--- config.mk ---
export PLATFORM = sky130hd
export DESIGN_NAME = clk_src_sel
export DESIGN_NICKNAME = d
export VERILOG_FILES = /design/src/hdl/clk_src_pkg.sv /design/src/hdl/clk_src_sel.sv
export SDC_FILE = /design/constraint.sdc
export NUM_CORES = 1
export LEC_CHECK = 0
export BUFFER_PORTS_ARGS = -buffer_cell sky130_fd_sc_hd__buf_2
export CAP_MARGIN = 15
export CORE_ASPECT_RATIO = 1.75
export CORE_MARGIN = 2
export CORE_UTILIZATION = 47
export DETAILED_ROUTE_END_ITERATION = 12
export HOLD_SLACK_MARGIN = 0.1
export MAX_ROUTING_LAYER = met4
export PLACE_DENSITY = 0.77
export RECOVER_POWER = 50
export SLEW_MARGIN = 20
export SYNTH_ARGS = -nofsm -noshare
export SYNTH_HDL_FRONTEND = slang
export SYNTH_SLANG_ARGS = --single-unit
export TNS_END_PERCENT = 5
--- constraint.sdc ---
create_clock -name CLK_IN -period 2.14 [get_ports CLK_IN]
set_clock_uncertainty 0.15 [all_clocks]
set_input_delay 0.321 -clock CLK_IN [delete_from_list [all_inputs] [get_ports CLK_IN]]
set_output_delay 0.321 -clock CLK_IN [all_outputs]
set_load 0.005 [all_outputs]
--- src/hdl/clk_src_pkg.sv ---
// constants for the clock source selection unit
// Behaviour
// - system clock output toggles at twice the bus clock rate.
// - selected source passes a bus divider of 1, 2, 4 or 8.
// - after reset the unit runs loop engaged, internally referenced.
// - engaged internal mode outputs loop clock, loop on internal reference.
// - engaged external mode outputs loop clock, loop on external reference.
// - bypassed internal keeps loop enabled, outputs internal reference.
// - bypassed internal low power disables loop, outputs internal reference.
// - bypassed external keeps loop enabled, outputs external reference.
// - bypassed external low power disables loop, outputs external reference.
// - stop disables loop and system clock; references run only if their stop retain bit is set.
// - loop reference up to 5 MHz, divided by a 3-bit select.
// - nine trim bits adjust the internal reference period.
// - source select bits 7:6 choose loop, internal, external; reserved acts as 00.
// - reference divided by two to the power of bits 5:3, reset 000.
// - bit 2 high references loop internally, low externally.
// - gated internal reference clock active only when bit 1 set.
// - in stop internal reference runs only if retained and enabled or used.
// - oscillator gain, range, request, enable, stop retain driven from control two.
// - bus divider bits 7:6 encode 1, 2, 4, 8, reset divide by 2.
// - status bits 3:2 report active mode, updated after synchronised switch.
// - oscillator ready sets after start-up edges, clears on request clear, or on enable clear while the external reference is unused.
`default_nettype none
package clk_src_pkg;
    localparam logic [9:0] IDX_CTL_ONE   = 10'h000;
    localparam logic [9:0] IDX_CTL_TWO   = 10'h001;
    localparam logic [9:0] IDX_TRIM      = 10'h002;
    localparam logic [9:0] IDX_STAT      = 10'h003;
    localparam logic [7:0] RST_CTL_ONE   = 8'h04;
    localparam logic [7:0] RST_CTL_TWO   = 8'h40;
    localparam logic [7:0] RST_TRIM      = 8'h80;
    localparam logic       RST_FINE_TRIM_BIT     = 1'h0;
    localparam int         SEL_HI        = 7;
    localparam int         SEL_LO        = 6;
    localparam int         REFERENCE_DIVIDER_SELECT_HI       = 5;
    localparam int         REFERENCE_DIVIDER_SELECT_LO       = 3;
    localparam int         IREF_BIT      = 2;
    localparam int         IREN_BIT      = 1;
    localparam int         IRST_BIT      = 0;
    localparam int         BUS_DIVIDER_SELECT_HI       = 7;
    localparam int         BUS_DIVIDER_SELECT_LO       = 6;
    localparam int         RANGE_BIT     = 5;
    localparam int         HGO_BIT       = 4;
    localparam int         LP_BIT        = 3;
    localparam int         OREQ_BIT      = 2;
    localparam int         EREN_BIT      = 1;
    localparam int         ERST_BIT      = 0;
    localparam int         ADDR_IDX_HI   = 11;
    localparam int         ADDR_IDX_LO   = 2;
    localparam logic [1:0] HTRANS_NONSEQ = 2'h2;
    localparam logic [1:0] HTRANS_SEQ    = 2'h3;
    typedef enum logic [1:0] {
        MODE_LOOP = 2'b00,
        MODE_INT  = 2'b01,
        MODE_EXT  = 2'b10,
        MODE_RSVD = 2'b11
    } mode_t;
    typedef enum logic [1:0] {
        SW_IDLE = 2'b00,
        SW_OLD  = 2'b01,
        SW_NEW  = 2'b10
    } sw_state_t;
endpackage
`default_nettype wire

--- src/hdl/clk_src_sel.sv ---
// clock source selection unit with AHB-Lite register slave
//
// Implementation choices: the address map and the AHB-Lite interface to the registers.
`default_nettype none
module clk_src_sel #(
    parameter int OSC_INIT_EDGES = 4096
) (
    // system
    input  wire logic         CLK_IN,
    input  wire logic         NRST_IN,
    // AHB-Lite slave
    input  wire logic         HSEL_IN,
    input  wire logic [31:0]  HADDR_IN,
    input  wire logic [1:0]   HTRANS_IN,
    input  wire logic         HWRITE_IN,
    input  wire logic [2:0]   HSIZE_IN,
    input  wire logic [31:0]  HWDATA_IN,
    input  wire logic         HREADY_IN,
    output logic      [31:0]  HRDATA_OUT,
    output logic              HREADYOUT_OUT,
    output logic              HRESP_OUT,
    // clock sources, sampled as levels
    input  wire logic         IRC_CLK_IN,
    input  wire logic         ERC_CLK_IN,
    input  wire logic         LOOP_CLK_IN,
    input  wire logic         STOP_IN,
    // generated clocks
    output logic              SYSTEM_CLOCK_OUT,
    output logic              BUS_CLOCK_OUT,
    output logic              GATED_INTERNAL_REFERENCE_CLOCK_OUT,
    output logic              GATED_EXTERNAL_REFERENCE_CLOCK_OUT,
    // loop and internal reference control
    output logic              LOOP_ENABLE_OUT,
    output logic              LOOP_REF_INTERNAL_OUT,
    output logic              LOOP_REF_TICK_OUT,
    output logic              IRC_RUN_OUT,
    output logic      [8:0]   IRC_TRIM_OUT,
    // external oscillator control
    output logic              OSCILLATOR_HIGH_GAIN_OUT,
    output logic              OSC_HIGH_RANGE_OUT,
    output logic              OSCILLATOR_REQUEST_OUT,
    output logic              EXTERNAL_REFERENCE_ENABLE_OUT,
    output logic              EXTERNAL_REFERENCE_STOP_RETAIN_OUT
);
    import clk_src_pkg::*;

    localparam logic [12:0] OSC_LAST = 13'(OSC_INIT_EDGES - 1);

    function automatic logic [6:0] pow2_mask(input logic [2:0] e);
        pow2_mask = 7'((8'h01 << e) - 8'h01);
    endfunction

    logic [7:0]  ctl_one_ff;
    logic [7:0]  ctl_two_ff;
    logic [7:0]  trim_ff;
    logic        fine_trim_bit_ff;
    logic        wr_pend_ff;
    logic        rd_pend_ff;
    logic [9:0]  idx_ff;
    logic        hready_ff;
    logic [31:0] hrdata_ff;
    logic [31:0] nxt_rdata;
    logic        addr_ok;

    mode_t       stat_ff;
    mode_t       target_ff;
    mode_t       sel_eff;
    sw_state_t   sw_ff;
    logic        irc_q_ff;
    logic        erc_q_ff;
    logic        loop_q_ff;
    logic        stop_q_ff;
    logic        was_int_ff;
    logic        was_ext_ff;
    logic [2:0]  bcnt_ff;
    logic [6:0]  rcnt_ff;
    logic [12:0] ocnt_ff;
    logic        osc_ready_ff;
    logic        sys_ff;
    logic        bus_ff;
    logic        ref_tick_ff;
    logic        loop_en_ff;
    logic        irc_run_ff;
    logic        girc_ff;
    logic        gerc_ff;

    logic        irc_rise;
    logic        erc_rise;
    logic        loop_rise;
    logic        ref_rise;
    logic        old_rise;
    logic        new_rise;
    logic        src_rise;
    logic        pass_rise;
    logic        int_used;
    logic        ext_used;
    logic        osc_want;
    logic        irc_gate;
    logic        erc_gate;
    logic [6:0]  bmask;

    // ---------------- register slave ----------------
    assign addr_ok = (HADDR_IN[31:ADDR_IDX_HI+1] == '0) && (HADDR_IN[ADDR_IDX_HI:ADDR_IDX_LO] <= IDX_STAT);

    always_ff @(posedge CLK_IN or negedge NRST_IN) begin
        if (!NRST_IN) begin
            wr_pend_ff <= 1'b0;
            rd_pend_ff <= 1'b0;
            idx_ff     <= '0;
        end else begin
            wr_pend_ff <= 1'b0;
            rd_pend_ff <= 1'b0;
            if (HSEL_IN && HREADY_IN && (HTRANS_IN == HTRANS_NONSEQ || HTRANS_IN == HTRANS_SEQ)) begin
                wr_pend_ff <= HWRITE_IN && addr_ok;
                rd_pend_ff <= !HWRITE_IN;
                idx_ff     <= addr_ok ? HADDR_IN[ADDR_IDX_HI:ADDR_IDX_LO] : IDX_STAT + 10'h001;
            end
        end
    end

    // reads take one wait state so the word is sampled after any preceding write
    always_ff @(posedge CLK_IN or negedge NRST_IN) begin
        if (!NRST_IN) begin
            hready_ff <= 1'b1;
        end else begin
            hready_ff <= !(HSEL_IN && HREADY_IN && !HWRITE_IN
                           && (HTRANS_IN == HTRANS_NONSEQ || HTRANS_IN == HTRANS_SEQ));
        end
    end

    always_comb begin
        nxt_rdata = 32'h0000_0000;
        case (idx_ff)
            IDX_CTL_ONE: nxt_rdata[7:0] = ctl_one_ff;
            IDX_CTL_TWO: nxt_rdata[7:0] = ctl_two_ff;
            IDX_TRIM:    nxt_rdata[7:0] = trim_ff;
            IDX_STAT:    nxt_rdata[3:0] = {stat_ff, osc_ready_ff, fine_trim_bit_ff};
            default:     nxt_rdata = 32'h0000_0000;
        endcase
    end

    always_ff @(posedge CLK_IN or negedge NRST_IN) begin
        if (!NRST_IN) begin
            hrdata_ff <= 32'h0000_0000;
        end else if (rd_pend_ff) begin
            hrdata_ff <= nxt_rdata;
        end
    end

    always_ff @(posedge CLK_IN or negedge NRST_IN) begin
        if (!NRST_IN) begin
            ctl_one_ff <= RST_CTL_ONE;
            ctl_two_ff <= RST_CTL_TWO;
            trim_ff    <= RST_TRIM;
            fine_trim_bit_ff   <= RST_FINE_TRIM_BIT;
        end else if (wr_pend_ff) begin
            case (idx_ff)
                IDX_CTL_ONE: ctl_one_ff <= HWDATA_IN[7:0];
                IDX_CTL_TWO: ctl_two_ff <= HWDATA_IN[7:0];
                IDX_TRIM:    trim_ff    <= HWDATA_IN[7:0];
                IDX_STAT:    fine_trim_bit_ff   <= HWDATA_IN[0];
                default:     ;
            endcase
        end
    end

    // ---------------- source edges and mode decode ----------------
    always_ff @(posedge CLK_IN or negedge NRST_IN) begin
        if (!NRST_IN) begin
            irc_q_ff  <= 1'b0;
            erc_q_ff  <= 1'b0;
            loop_q_ff <= 1'b0;
            stop_q_ff <= 1'b0;
        end else begin
            irc_q_ff  <= IRC_CLK_IN;
            erc_q_ff  <= ERC_CLK_IN;
            loop_q_ff <= LOOP_CLK_IN;
            stop_q_ff <= STOP_IN;
        end
    end

    assign irc_rise  = IRC_CLK_IN && !irc_q_ff;
    assign erc_rise  = ERC_CLK_IN && !erc_q_ff;
    assign loop_rise = LOOP_CLK_IN && !loop_q_ff;
    assign sel_eff   = (ctl_one_ff[SEL_HI:SEL_LO] == MODE_RSVD) ? MODE_LOOP
                     : mode_t'(ctl_one_ff[SEL_HI:SEL_LO]);
    assign int_used  = (stat_ff == MODE_INT) || (stat_ff == MODE_LOOP && ctl_one_ff[IREF_BIT]);
    assign ext_used  = (stat_ff == MODE_EXT) || (stat_ff == MODE_LOOP && !ctl_one_ff[IREF_BIT]);
    assign ref_rise  = ctl_one_ff[IREF_BIT] ? irc_rise : erc_rise;

    always_comb begin
        old_rise = loop_rise;
        new_rise = loop_rise;
        case (stat_ff)
            MODE_INT: old_rise = irc_rise;
            MODE_EXT: old_rise = erc_rise;
            default:  old_rise = loop_rise;
        endcase
        case (target_ff)
            MODE_INT: new_rise = irc_rise;
            MODE_EXT: new_rise = erc_rise;
            default:  new_rise = loop_rise;
        endcase
    end

    assign src_rise  = old_rise;
    assign pass_rise = src_rise && (sw_ff == SW_IDLE) && !STOP_IN;

    // ---------------- glitch-free source switch ----------------
    always_ff @(posedge CLK_IN or negedge NRST_IN) begin
        if (!NRST_IN) begin
            sw_ff     <= SW_IDLE;
            stat_ff   <= MODE_LOOP;
            target_ff <= MODE_LOOP;
        end else begin
            case (sw_ff)
                SW_IDLE: begin
                    if (sel_eff != stat_ff) begin
                        target_ff <= sel_eff;
                        sw_ff     <= SW_OLD;
                    end
                end
                SW_OLD: begin
                    if (old_rise) begin
                        sw_ff <= SW_NEW;
                    end
                end
                SW_NEW: begin
                    if (new_rise) begin
                        stat_ff <= target_ff;
                        sw_ff   <= SW_IDLE;
                    end
                end
                default: sw_ff <= SW_IDLE;
            endcase
        end
    end

    // ---------------- bus divider and output clocks ----------------
    assign bmask = pow2_mask({1'b0, ctl_two_ff[BUS_DIVIDER_SELECT_HI:BUS_DIVIDER_SELECT_LO]});

    always_ff @(posedge CLK_IN or negedge NRST_IN) begin
        if (!NRST_IN) begin
            bcnt_ff <= '0;
            sys_ff  <= 1'b0;
            bus_ff  <= 1'b0;
        end else if (pass_rise) begin
            if (bcnt_ff == bmask[2:0]) begin
                bcnt_ff <= '0;
                sys_ff  <= !sys_ff;
                if (!sys_ff) begin
                    bus_ff <= !bus_ff;
                end
            end else begin
                bcnt_ff <= 3'(bcnt_ff + 3'h1);
            end
        end
    end

    // ---------------- loop reference divider ----------------
    always_ff @(posedge CLK_IN or negedge NRST_IN) begin
        if (!NRST_IN) begin
            rcnt_ff     <= '0;
            ref_tick_ff <= 1'b0;
        end else begin
            ref_tick_ff <= 1'b0;
            if (ref_rise && loop_en_ff) begin
                if (rcnt_ff == pow2_mask(ctl_one_ff[REFERENCE_DIVIDER_SELECT_HI:REFERENCE_DIVIDER_SELECT_LO])) begin
                    rcnt_ff     <= '0;
                    ref_tick_ff <= 1'b1;
                end else begin
                    rcnt_ff <= 7'(rcnt_ff + 7'h01);
                end
            end
        end
    end

    // ---------------- stop retention and reference gating ----------------
    always_ff @(posedge CLK_IN or negedge NRST_IN) begin
        if (!NRST_IN) begin
            was_int_ff <= 1'b0;
            was_ext_ff <= 1'b0;
        end else if (STOP_IN && !stop_q_ff) begin
            was_int_ff <= int_used;
            was_ext_ff <= ext_used;
        end
    end

    assign irc_gate = STOP_IN ? (ctl_one_ff[IRST_BIT] && (ctl_one_ff[IREN_BIT] || was_int_ff))
                              : 1'b1;
    assign erc_gate = STOP_IN ? (ctl_two_ff[ERST_BIT] && (ctl_two_ff[EREN_BIT] || was_ext_ff))
                              : 1'b1;
    assign osc_want = ctl_two_ff[OREQ_BIT] && (ctl_two_ff[EREN_BIT] || ext_used);

    always_ff @(posedge CLK_IN or negedge NRST_IN) begin
        if (!NRST_IN) begin
            loop_en_ff <= 1'b1;
            irc_run_ff <= 1'b1;
            girc_ff    <= 1'b0;
            gerc_ff    <= 1'b0;
        end else begin
            loop_en_ff <= !STOP_IN && !(stat_ff != MODE_LOOP && ctl_two_ff[LP_BIT]);
            irc_run_ff <= STOP_IN ? irc_gate : (ctl_one_ff[IREN_BIT] || int_used);
            girc_ff    <= IRC_CLK_IN && ctl_one_ff[IREN_BIT] && irc_gate;
            gerc_ff    <= ERC_CLK_IN && ctl_two_ff[EREN_BIT] && erc_gate;
        end
    end

    // ---------------- oscillator start-up ----------------
    always_ff @(posedge CLK_IN or negedge NRST_IN) begin
        if (!NRST_IN) begin
            ocnt_ff      <= '0;
            osc_ready_ff <= 1'b0;
        end else if (!ctl_two_ff[OREQ_BIT] || !ctl_two_ff[EREN_BIT] && !ext_used) begin
            ocnt_ff      <= '0;
            osc_ready_ff <= 1'b0;
        end else if (osc_want && erc_rise && !osc_ready_ff) begin
            if (ocnt_ff == OSC_LAST) begin
                osc_ready_ff <= 1'b1;
            end else begin
                ocnt_ff <= 13'(ocnt_ff + 13'h0001);
            end
        end
    end

    // ---------------- outputs ----------------
    assign HRDATA_OUT                         = hrdata_ff;
    assign HREADYOUT_OUT                      = hready_ff;
    assign HRESP_OUT                          = 1'b0;
    assign SYSTEM_CLOCK_OUT                   = sys_ff;
    assign BUS_CLOCK_OUT                      = bus_ff;
    assign GATED_INTERNAL_REFERENCE_CLOCK_OUT = girc_ff;
    assign GATED_EXTERNAL_REFERENCE_CLOCK_OUT = gerc_ff;
    assign LOOP_ENABLE_OUT                    = loop_en_ff;
    assign LOOP_REF_INTERNAL_OUT              = ctl_one_ff[IREF_BIT];
    assign LOOP_REF_TICK_OUT                  = ref_tick_ff;
    assign IRC_RUN_OUT                        = irc_run_ff;
    assign IRC_TRIM_OUT                       = {trim_ff, fine_trim_bit_ff};
    assign OSCILLATOR_HIGH_GAIN_OUT           = ctl_two_ff[HGO_BIT];
    assign OSC_HIGH_RANGE_OUT                 = ctl_two_ff[RANGE_BIT];
    assign OSCILLATOR_REQUEST_OUT             = ctl_two_ff[OREQ_BIT];
    assign EXTERNAL_REFERENCE_ENABLE_OUT      = ctl_two_ff[EREN_BIT];
    assign EXTERNAL_REFERENCE_STOP_RETAIN_OUT = ctl_two_ff[ERST_BIT];
endmodule
`default_nettype wire

==> results.md, run 1 <==
* Arrival @ worst endpoint at 2240 ps
* Flop pwr share at 45.7%
* Die width at 78.0 um
* Half-perimeter wire length after placement at 7850 um
* WS Path Type: reg -> reg
* Fill cells at 805
* Netlist cell types at 61
* Commonest non-fill, non-tap cell in the layout: dfrtp_1
* Setup-failing EPs final at 11
* Setup TNS at -114 ps
* Yosys top cell area share at 45.6%
* Dominant cells by area after synthesis: dfrtp_1 (46%), mux2_2 (6.3%), buf_4 (4.3%)
* ANT nets after route at 0
* Leak Pwr at 2.58 nW
* Clock buffer count from CTS at 9
* Clk_lat worst skew at 350 ps
* Power per cell area at 752 nW/um2
* Tcrit/Tclk final at 101%
* Slew @ Worst Pin at 725 ps
* Switching Fraction at 29.7%
* Non-filler cells in the finished layout at 656
* Htree depth at 3
* Most frequent cells in the layout: dfrtp_1 (82), buf_2 (65), inv_1 (25), conb_1 (25)
* Synth Register Bits at 88
* Setup crit end kind: register
* Gate Count Post-Synth at 416
* Clock sinks at 88
* First-pass GRT wire length at 17500 um
* Relative slew slack at 51.7%
* Net switching power at 0.00124 W
* Maximum number of pins on one net before global-route repair at 37
* Vias in the first global route at 3683
* Pre-antenna DRT Iters at 4
* Cells along the critical path: or4_4, nor3_4, nor3b_4, buf_6, mux2_4
* Initial core utilization at 47.8%
* Clk buf depth at 2
* Post-synth EDFFs at 0
* Worst VDD drop at 0.519 mV
* Via count at 3603
* # rows at 47
* Slew Limit Fails at 0
* Fin util at 58.9%
* Die Area at 10400 um2
* Number of buffers added on ports at 78
* Worst-path clk slew at 70 ps
* Initial DRC Count at 216
* CP required at 2220 ps
* Reg2reg setup slack at -20 ps
* Mean post-synth cell area at 10.8 um2
* Violated checks: negative setup slack
* Final WS setup at -18.2 ps
* Diodes inserted at 0
* Area of the multi-input gates at 2080 um2
* Top FF cell, synth: dfrtp_1
* CTS tree: done
* Comb power frac at 17.0%
* CP peak stage delay at 560 ps
* Warnings from Yosys at 0
* Vias per cell at 5.49
* RePlAce Congestion at 0.872
* Residual DRC at 0
* Netlist Area Pre-Place at 4500 um2
* Max-cap viol count at 0
* Seq/Total Area, Yosys at 49.1%
* Root Driver: clkbuf_16
* Cell Count Post-Placement at 625
* Ys async rst share at 100%
* CP bufs+invs at 1
* DR WL/cell at 16.0 um
* Routed Wire Length at 10500 um
* Worst setup SP type: register
* Placed cell areas at 5080 um2
* Worst-path fanout max at 4
* Clk pwr share at 37.3%
* Worst slack, placed at -31.0 ps
* Initial antenna violation count at 0
* GRT overflow at 0
* Status: finished with violations
* IO Pins at 134
* RSZ-0062 raised after global routing: true
* Final instance area at 5540 um2
* Layout cells sized above 1 at 28.7%
* Nets at 615
* Area Growth Syn to Fin at 23.2%
* Final hold vios at 0
* Highest clock rate at 463 MHz
* Die H at 133 um
* Register area at 2210 um2
* Worst Hold Class: in -> reg
* Core area at 9410 um2
* Final min period at 2160 ps
* Crit path max-delay family: simple AND/OR/NAND/NOR gates
* Yosys top cell by area: dfrtp_1
* Crit-path slowest cell: or4_4
* P_int at 0.00293 W
* Overall Global Routing Usage at 21.8%
[power by group through the flow]
| stage | clock network [W] | logic, W | registers (W) |
|---|---|---|---|
| 6_report | 0.00156 | 0.000708 | 0.00191 |
| 5_1_grt | 0.00164 | 0.000795 | 0.00193 |
| 4_1_cts | 0.00159 | 0.000712 | 0.00190 |
| 3_5_place_dp | 0 | 0.000685 | 0.00193 |
| 3_3_place_gp | 0 | 0.000660 | 0.00192 |
| 2_1_floorplan | 0 | 0.000430 | 0.00192 |
[synth_stat cells (7+ instances only)]
library cell and instances:
nor2b_1 7, clkbuf_1 11, nor2_1 13, nor3_1 8, inv_1 25, a21oi_1 24
xor2_1 8, nand3_1 11, nand2_1 19, nand4_1 7, ha_1 8, dfrtp_1 82
mux2i_1 10, and2_1 11, or4_1 8, buf_4 26, mux2_2 25, o21ai_0 13
nor4_1 9
[cell families (layout without fill, tap and decap cells)]
family                     after synthesis  after routing  synth area share (%)
DFF                                     88             88                  49.1
and+or+nand+nor                        124            124                  16.5
AOI/OAI and AO/OA                       81             81                  11.9
other                                    1             25                0.0833
muxes                                   39             39                  10.5
xor gates and xnor gates                11             11                  2.14
adders and majority gates                8              8                  2.22
buffers and inverters                   64            158                  7.54
[layer usage]
layer | up-vias | part of all wire (%) | track usage (%)
met3 | 16 | 4.2 | 3.59
met5 | - | 0 | -
li1 | 1697 | - | -
met2 | 112 | 56 | 39.1
met1 | 1778 | 37 | 23.6
met4 | 0 | 2.5 | 8.77
[registers in the layout, summed over array words and instances (netlist names), 3 cells and up]
signal,cells
bcnt_ff,3
trim_ff,8
ctl_two_ff,8
HRDATA_OUT,8
idx_ff,10
ctl_one_ff,8
ocnt_ff,13
rcnt_ff,7
[per-stage QoR]
| stage | hold slack (ps) | total power, W |
|---|---|---|
| after global routing | 103 | 0.00437 |
| after floorplan | -125 | 0.00235 |
| after detailed placement | 123 | 0.00262 |
| after global placement | 119 | 0.00258 |
| after CTS | 101 | 0.00420 |
| final | 108 | 0.00417 |
[worst paths after layout]
check | cells past startpoint | to | start
worst max register to register | 5 | ctl_one_ff[0] | idx_ff[4]
worst min register to register | 1 | BUS_CLOCK_OUT | BUS_CLOCK_OUT
max in group asynchronous | 3 | LOOP_ENABLE_OUT | NRST_IN
worst max-delay path | 5 | ctl_one_ff[0] | idx_ff[4]
min in group asynchronous | 2 | ocnt_ff[0] | NRST_IN
worst min-delay path | 2 | trim_ff[2] | HWDATA_IN[2]
[area by class of cell]
| class | instances | area share (%) |
|---|---|---|
| Tap cell | 122 | 2.75 |
| Clock buffer | 9 | 4.06 |
| Inverter | 25 | 1.69 |
| Timing Repair Buffer | 117 | 12.8 |
| Clock inverter | 7 | 1.24 |
| Multi-Input combinational cell | 288 | 37.6 |
| Sequential cell | 88 | 39.9 |
[timing repair]
item	in CTS	in global routing
resized for setup	9	5
buffers inserted	1	1
hold buffers	13	0
pin swaps	2	2
endpoints found under the setup margin	15	33
hold endpoints to repair	53	0
Power figures use the tool's default switching activity.
==> run 2, diff against run 1 <==
Settings changed: ABC_AREA set to 1, CORE_UTILIZATION 47 to 48.
==> results.md, run 2 <==
* Status: finished clean
* Final hold vios at 0
* Max reg flops at 13
* Die width at 80.7 um
* Initial antenna violation count at 0
* Fill cells at 962
* Worst slack, placed at 174 ps
* Area Growth Syn to Fin at 16.9%
* Final WS setup at 225 ps
* Worst-path fanout max at 16
* Setup-failing EPs final at 0
* Initial DRC Count at 245
* Seq/Total Area, Yosys at 44.7%
* RSZ-0062 raised after global routing: false
* Yosys top cell by area: dfrtp_1
* Mean post-synth cell area at 7.93 um2
* Leak Pwr at 3.10 nW
* Clock sinks at 88
* First-pass GRT wire length at 19500 um
* Worst Hold Class: in -> reg
* Setup crit end kind: register
* Netlist Area Pre-Place at 4940 um2
* Clk buf depth at 2
* Residual DRC at 0
* Biggest register: ocnt_ff
* # rows at 49
* CTS tree: done
* Number of buffers added on ports at 78
* Area of the multi-input gates at 2280 um2
* Warnings from Yosys at 0
* Top FF cell, synth: dfrtp_1
* Max-cap viol count at 0
* WS Path Type: reg -> reg
* Die Area at 11200 um2
* Synth Register Bits at 88
* IO Pins at 134
* Fin util at 56.8%
* Diodes inserted at 0
* Maximum number of pins on one net before global-route repair at 39
* Initial core utilization at 48.5%
* RePlAce Congestion at 0.887
* Met2 wire length at 6310 um
* Nets at 801
* Layout cells sized above 1 at 20.8%
* Root Driver: clkbuf_16
* Gate Count Post-Synth at 623
* Routed Wire Length at 11500 um
* Vias in the first global route at 4399
* Tcrit/Tclk final at 89.5%
* Total power at 0.00467 W
* Htree depth at 3
* Half-perimeter wire length after placement at 8620 um
* Setup TNS at 0 ps
* Post-synth EDFFs at 0
* Met1 Routed Length at 4150 um
* Yosys top cell area share at 41.5%
* Max layer used: met4
* Via count at 4386
* Core area at 10200 um2
* Arrival @ worst endpoint at 2000 ps
* Relative slew slack at 45.8%
* Worst VDD drop at 0.428 mV
* Power per cell area at 808 nW/um2
* Netlist cell types at 39
* ANT nets after route at 0
* Ys async rst share at 100%
* Largest regs: ocnt_ff (13), idx_ff (10)
* GRT overflow at 0
* Setup Buffers After CTS at 0
* Vias per cell at 5.18
* Count leader, synth: nand2_1
* Slew Limit Fails at 0
* Most frequent cells in the layout: nand2_1 (185), dfrtp_1 (82), buf_2 (73)
* Clock buffer count from CTS at 9
* Highest clock rate at 522 MHz
* Worst-path clk slew at 60 ps
* Dominant cells by area after synthesis: dfrtp_1 (42%), nand2_1 (14%), nand3_1 (6.7%)
* Overall Global Routing Usage at 22.8%
* Met3 routed WL at 617 um
* Clk_lat worst skew at 340 ps
* CP required at 2220 ps
* Worst setup SP type: register
* DR WL/cell at 13.6 um
* Final min period at 1920 ps
* Top cells by count, synth: nand2_1 (185), dfrtp_1 (82), inv_1 (68), nand3_1 (66), nor2_1 (59)
* Die H at 138 um
* Register area at 2210 um2
* Pre-antenna DRT Iters at 5
* Slew @ Worst Pin at 813 ps
* Commonest non-fill, non-tap cell in the layout: nand2_1
run 2: routing by layer:
layer,up-vias,track usage (%)
met5,-,-
met4,0,12.5
met3,27,3.00
met2,173,39.8
met1,2077,24.2
li1,2109,-
run 2: final timing paths:
check	from	end	slack, ps	cells after the start
worst max-delay path	stat_ff[0]	ocnt_ff[5]	220	11
min in group asynchronous	NRST_IN	ocnt_ff[2]	450	2
worst min-delay path	HWDATA_IN[6]	trim_ff[6]	130	3
worst min register to register	idx_ff[5]	idx_ff[5]	320	2
max in group asynchronous	NRST_IN	ctl_two_ff[6]	280	3
worst max register to register	stat_ff[0]	ocnt_ff[5]	220	11
run 2: final cells by class:
class | count | share of cell area (%)
Clock inverter | 5 | 1.78
Clock buffer | 11 | 4.38
Multi-Input combinational cell | 453 | 39.5
Sequential cell | 88 | 38.2
Inverter | 73 | 4.79
Tap cell | 127 | 2.75
Timing Repair Buffer | 90 | 8.58
run 2: what timing repair did:
item,4_1_cts,5_1_grt
endpoints found under the hold margin,41,0
hold buffers,9,0
endpoints found under the setup margin,0,1
gates resized for setup,0,1
run 2: report_power, final:
group	internal [W]	total, W	switching (W)
combinational	0.000320	0.000788	0.000468
clock	0.00120	0.00186	0.000652
sequential	0.00184	0.00203	0.000186
total	0.00336	0.00467	0.00131
run 2: kinds of logic after synthesis:
logic type	count (synthesis)	share of synthesized area [%]
and+or+nand+nor	347	31.7
adders and majority gates	8	2.03
DFF	88	44.7
buffers and inverters	106	11.0
xor gates and xnor gates	12	2.13
AOI/OAI and AO/OA	61	8.31
other	1	0.0759
run 2: stage by stage:
step	cell area (um2)	cells	hold WS [ps]
floorplan	5030	647	-125
global placement	5350	822	131
detailed placement	5350	822	143
CTS	5790	847	134
global route	5780	847	149
finish	5780	847	130
run 2: worst max-delay path: stages (launching register included):
cell and delay (ps):
dfrtp_1 440, inv_1 110, ha_1 210, nand2_2 70
nand3_2 80, nand2_4 90, inv_4 130, nand3_2 100
nand2_4 170, inv_1 130, nand2_1 70, nand2_1 50
==> run 3, diff against run 2 <==
Settings changed: MAX_ROUTING_LAYER met4 to not set.
==> results.md, run 3 (synthesis results as in run 2) <==
* Final min period at 1960 ps
* Die H at 138 um
* Setup crit end kind: register
* Pre-antenna DRT Iters at 5
* Met3 GRT Util at 3.85%
* Layout cells sized above 1 at 20.7%
* Half-perimeter wire length after placement at 8620 um
* Largest regs: ocnt_ff (13), idx_ff (10)
* Non-filler cells in the finished layout at 847
* Core area at 10200 um2
* Area of the multi-input gates at 2280 um2
* Worst VDD drop at 0.425 mV
* Status: finished clean
* Placed cell areas at 5350 um2
* Die width at 80.7 um
* Clock sinks at 88
* Most frequent cells in the layout: nand2_1 (185), dfrtp_1 (82), buf_2 (72)
* Worst setup SP type: input pin
* Slew @ Worst Pin at 808 ps
* Residual DRC at 0
* Initial DRC Count at 277
* ANT nets after route at 0
* Overall Global Routing Usage at 22.2%
* GRT overflow at 0
* Biggest register: ocnt_ff
* Commonest non-fill, non-tap cell in the layout: nand2_1
* Layer with the highest usage: met2
* Die Area at 11200 um2
* First-pass GRT wire length at 19600 um
* Relative slew slack at 46.1%
* Vias in the first global route at 4384
* Worst-path clk slew at 60 ps
* Cells along the critical path: dlygate4sd3_1, clkbuf_1, nand2_1, nand2_1, nand3_1, inv_1, nand3_1, inv_1, nor2_1
* Reg2reg setup slack at 230 ps
* Setup-failing EPs final at 0
* DR WL/cell at 13.5 um
* Final WS setup at 182 ps
* Vias per cell at 5.15
* Worst-path fanout max at 7
* Via count at 4366
* WS Path Type: in -> reg
* Root Driver: clkbuf_16
* RePlAce Congestion at 0.872
* Worst slack, placed at 174 ps
* Leak Pwr at 3.10 nW
* Register area at 2210 um2
* # rows at 49
* Area Growth Syn to Fin at 16.9%
* Final hold vios at 0
* RSZ-0062 raised after global routing: false
* Clk buf depth at 2
* Slew Limit Fails at 0
* Initial core utilization at 48.5%
* CP required at 2220 ps
* CTS tree: done
* Maximum number of pins on one net before global-route repair at 39
* Worst Hold Class: in -> reg
* CP peak stage delay at 520 ps
* Final instance area at 5780 um2
* Highest clock rate at 511 MHz
* Diodes inserted at 0
* IO Pins at 134
* Max reg flops at 13
* Setup TNS at 0 ps
* Routed Wire Length at 11500 um
* Tcrit/Tclk final at 91.5%
* M2 GR Usage at 39.9%
* Number of buffers added on ports at 78
* Clk_lat worst skew at 340 ps
* Power per cell area at 808 nW/um2
* Max-cap viol count at 0
* Nets at 801
* Clock buffer count from CTS at 9
* Arrival @ worst endpoint at 2040 ps
* Fill cells at 962
* Met1 usage at 24.3%
* Initial antenna violation count at 0
* Htree depth at 3
* Crit-path slowest cell: dlygate4sd3_1
* Cell Count Post-Placement at 822
## run 3: changes by cell type in the layout (fill, tap and decap cells not counted), sizes merged
cell / change
clkbuf: +1
buf: -1
## run 3: routing by layer
metal,vias up,part of all wire (%)
met5,-,0
met4,0,3.3
met3,26,5.3
met2,164,55
met1,2063,36
li1,2113,-
## run 3: worst max-delay path, delay by kind of cell
family        cells  cell delay, ps
simple gates      5             660
buf+inv           4            1050
## run 3: final timing paths
kind	end	startpoint	cells past startpoint
worst min register to register	idx_ff[5]	idx_ff[5]	2
worst min-delay path	trim_ff[6]	HWDATA_IN[6]	3
worst max-delay path	rcnt_ff[4]	ERC_CLK_IN	9
max in group asynchronous	trim_ff[7]	NRST_IN	3
worst max register to register	ocnt_ff[5]	stat_ff[0]	11
min in group asynchronous	ocnt_ff[3]	NRST_IN	2
## run 3: area by class of cell
| class | instances | area share (%) |
|---|---|---|
| Timing Repair Buffer | 90 | 8.56 |
| Clock inverter | 5 | 1.78 |
| Clock buffer | 11 | 4.38 |
| Multi-Input combinational cell | 453 | 39.5 |
| Tap cell | 127 | 2.75 |
| Sequential cell | 88 | 38.3 |
| Inverter | 73 | 4.79 |
## run 3: stage by stage
step	utilization, %	hold slack (ps)	power [W]
6_report	56.7	129	0.00466
5_1_grt	56.7	149	0.00493
4_1_cts	56.9	134	0.00470
3_5_place_dp	52.6	143	0.00283
3_3_place_gp	52.6	131	0.00279
2_1_floorplan	-	-125	0.00259
## run 3: power by group
| part | switching (W) | internal [W] |
|---|---|---|
| clock network | 0.000650 | 0.00120 |
| logic | 0.000468 | 0.000320 |
| registers | 0.000185 | 0.00184 |
## run 3: repair_timing
| action | in CTS | in global routing |
|---|---|---|
| hold endpoints to repair | 41 | 0 |
| setup buffers | 0 | 0 |
| endpoints found under the setup margin | 0 | 1 |
| hold buffers | 9 | 0 |
| resized for setup | 0 | 1 |
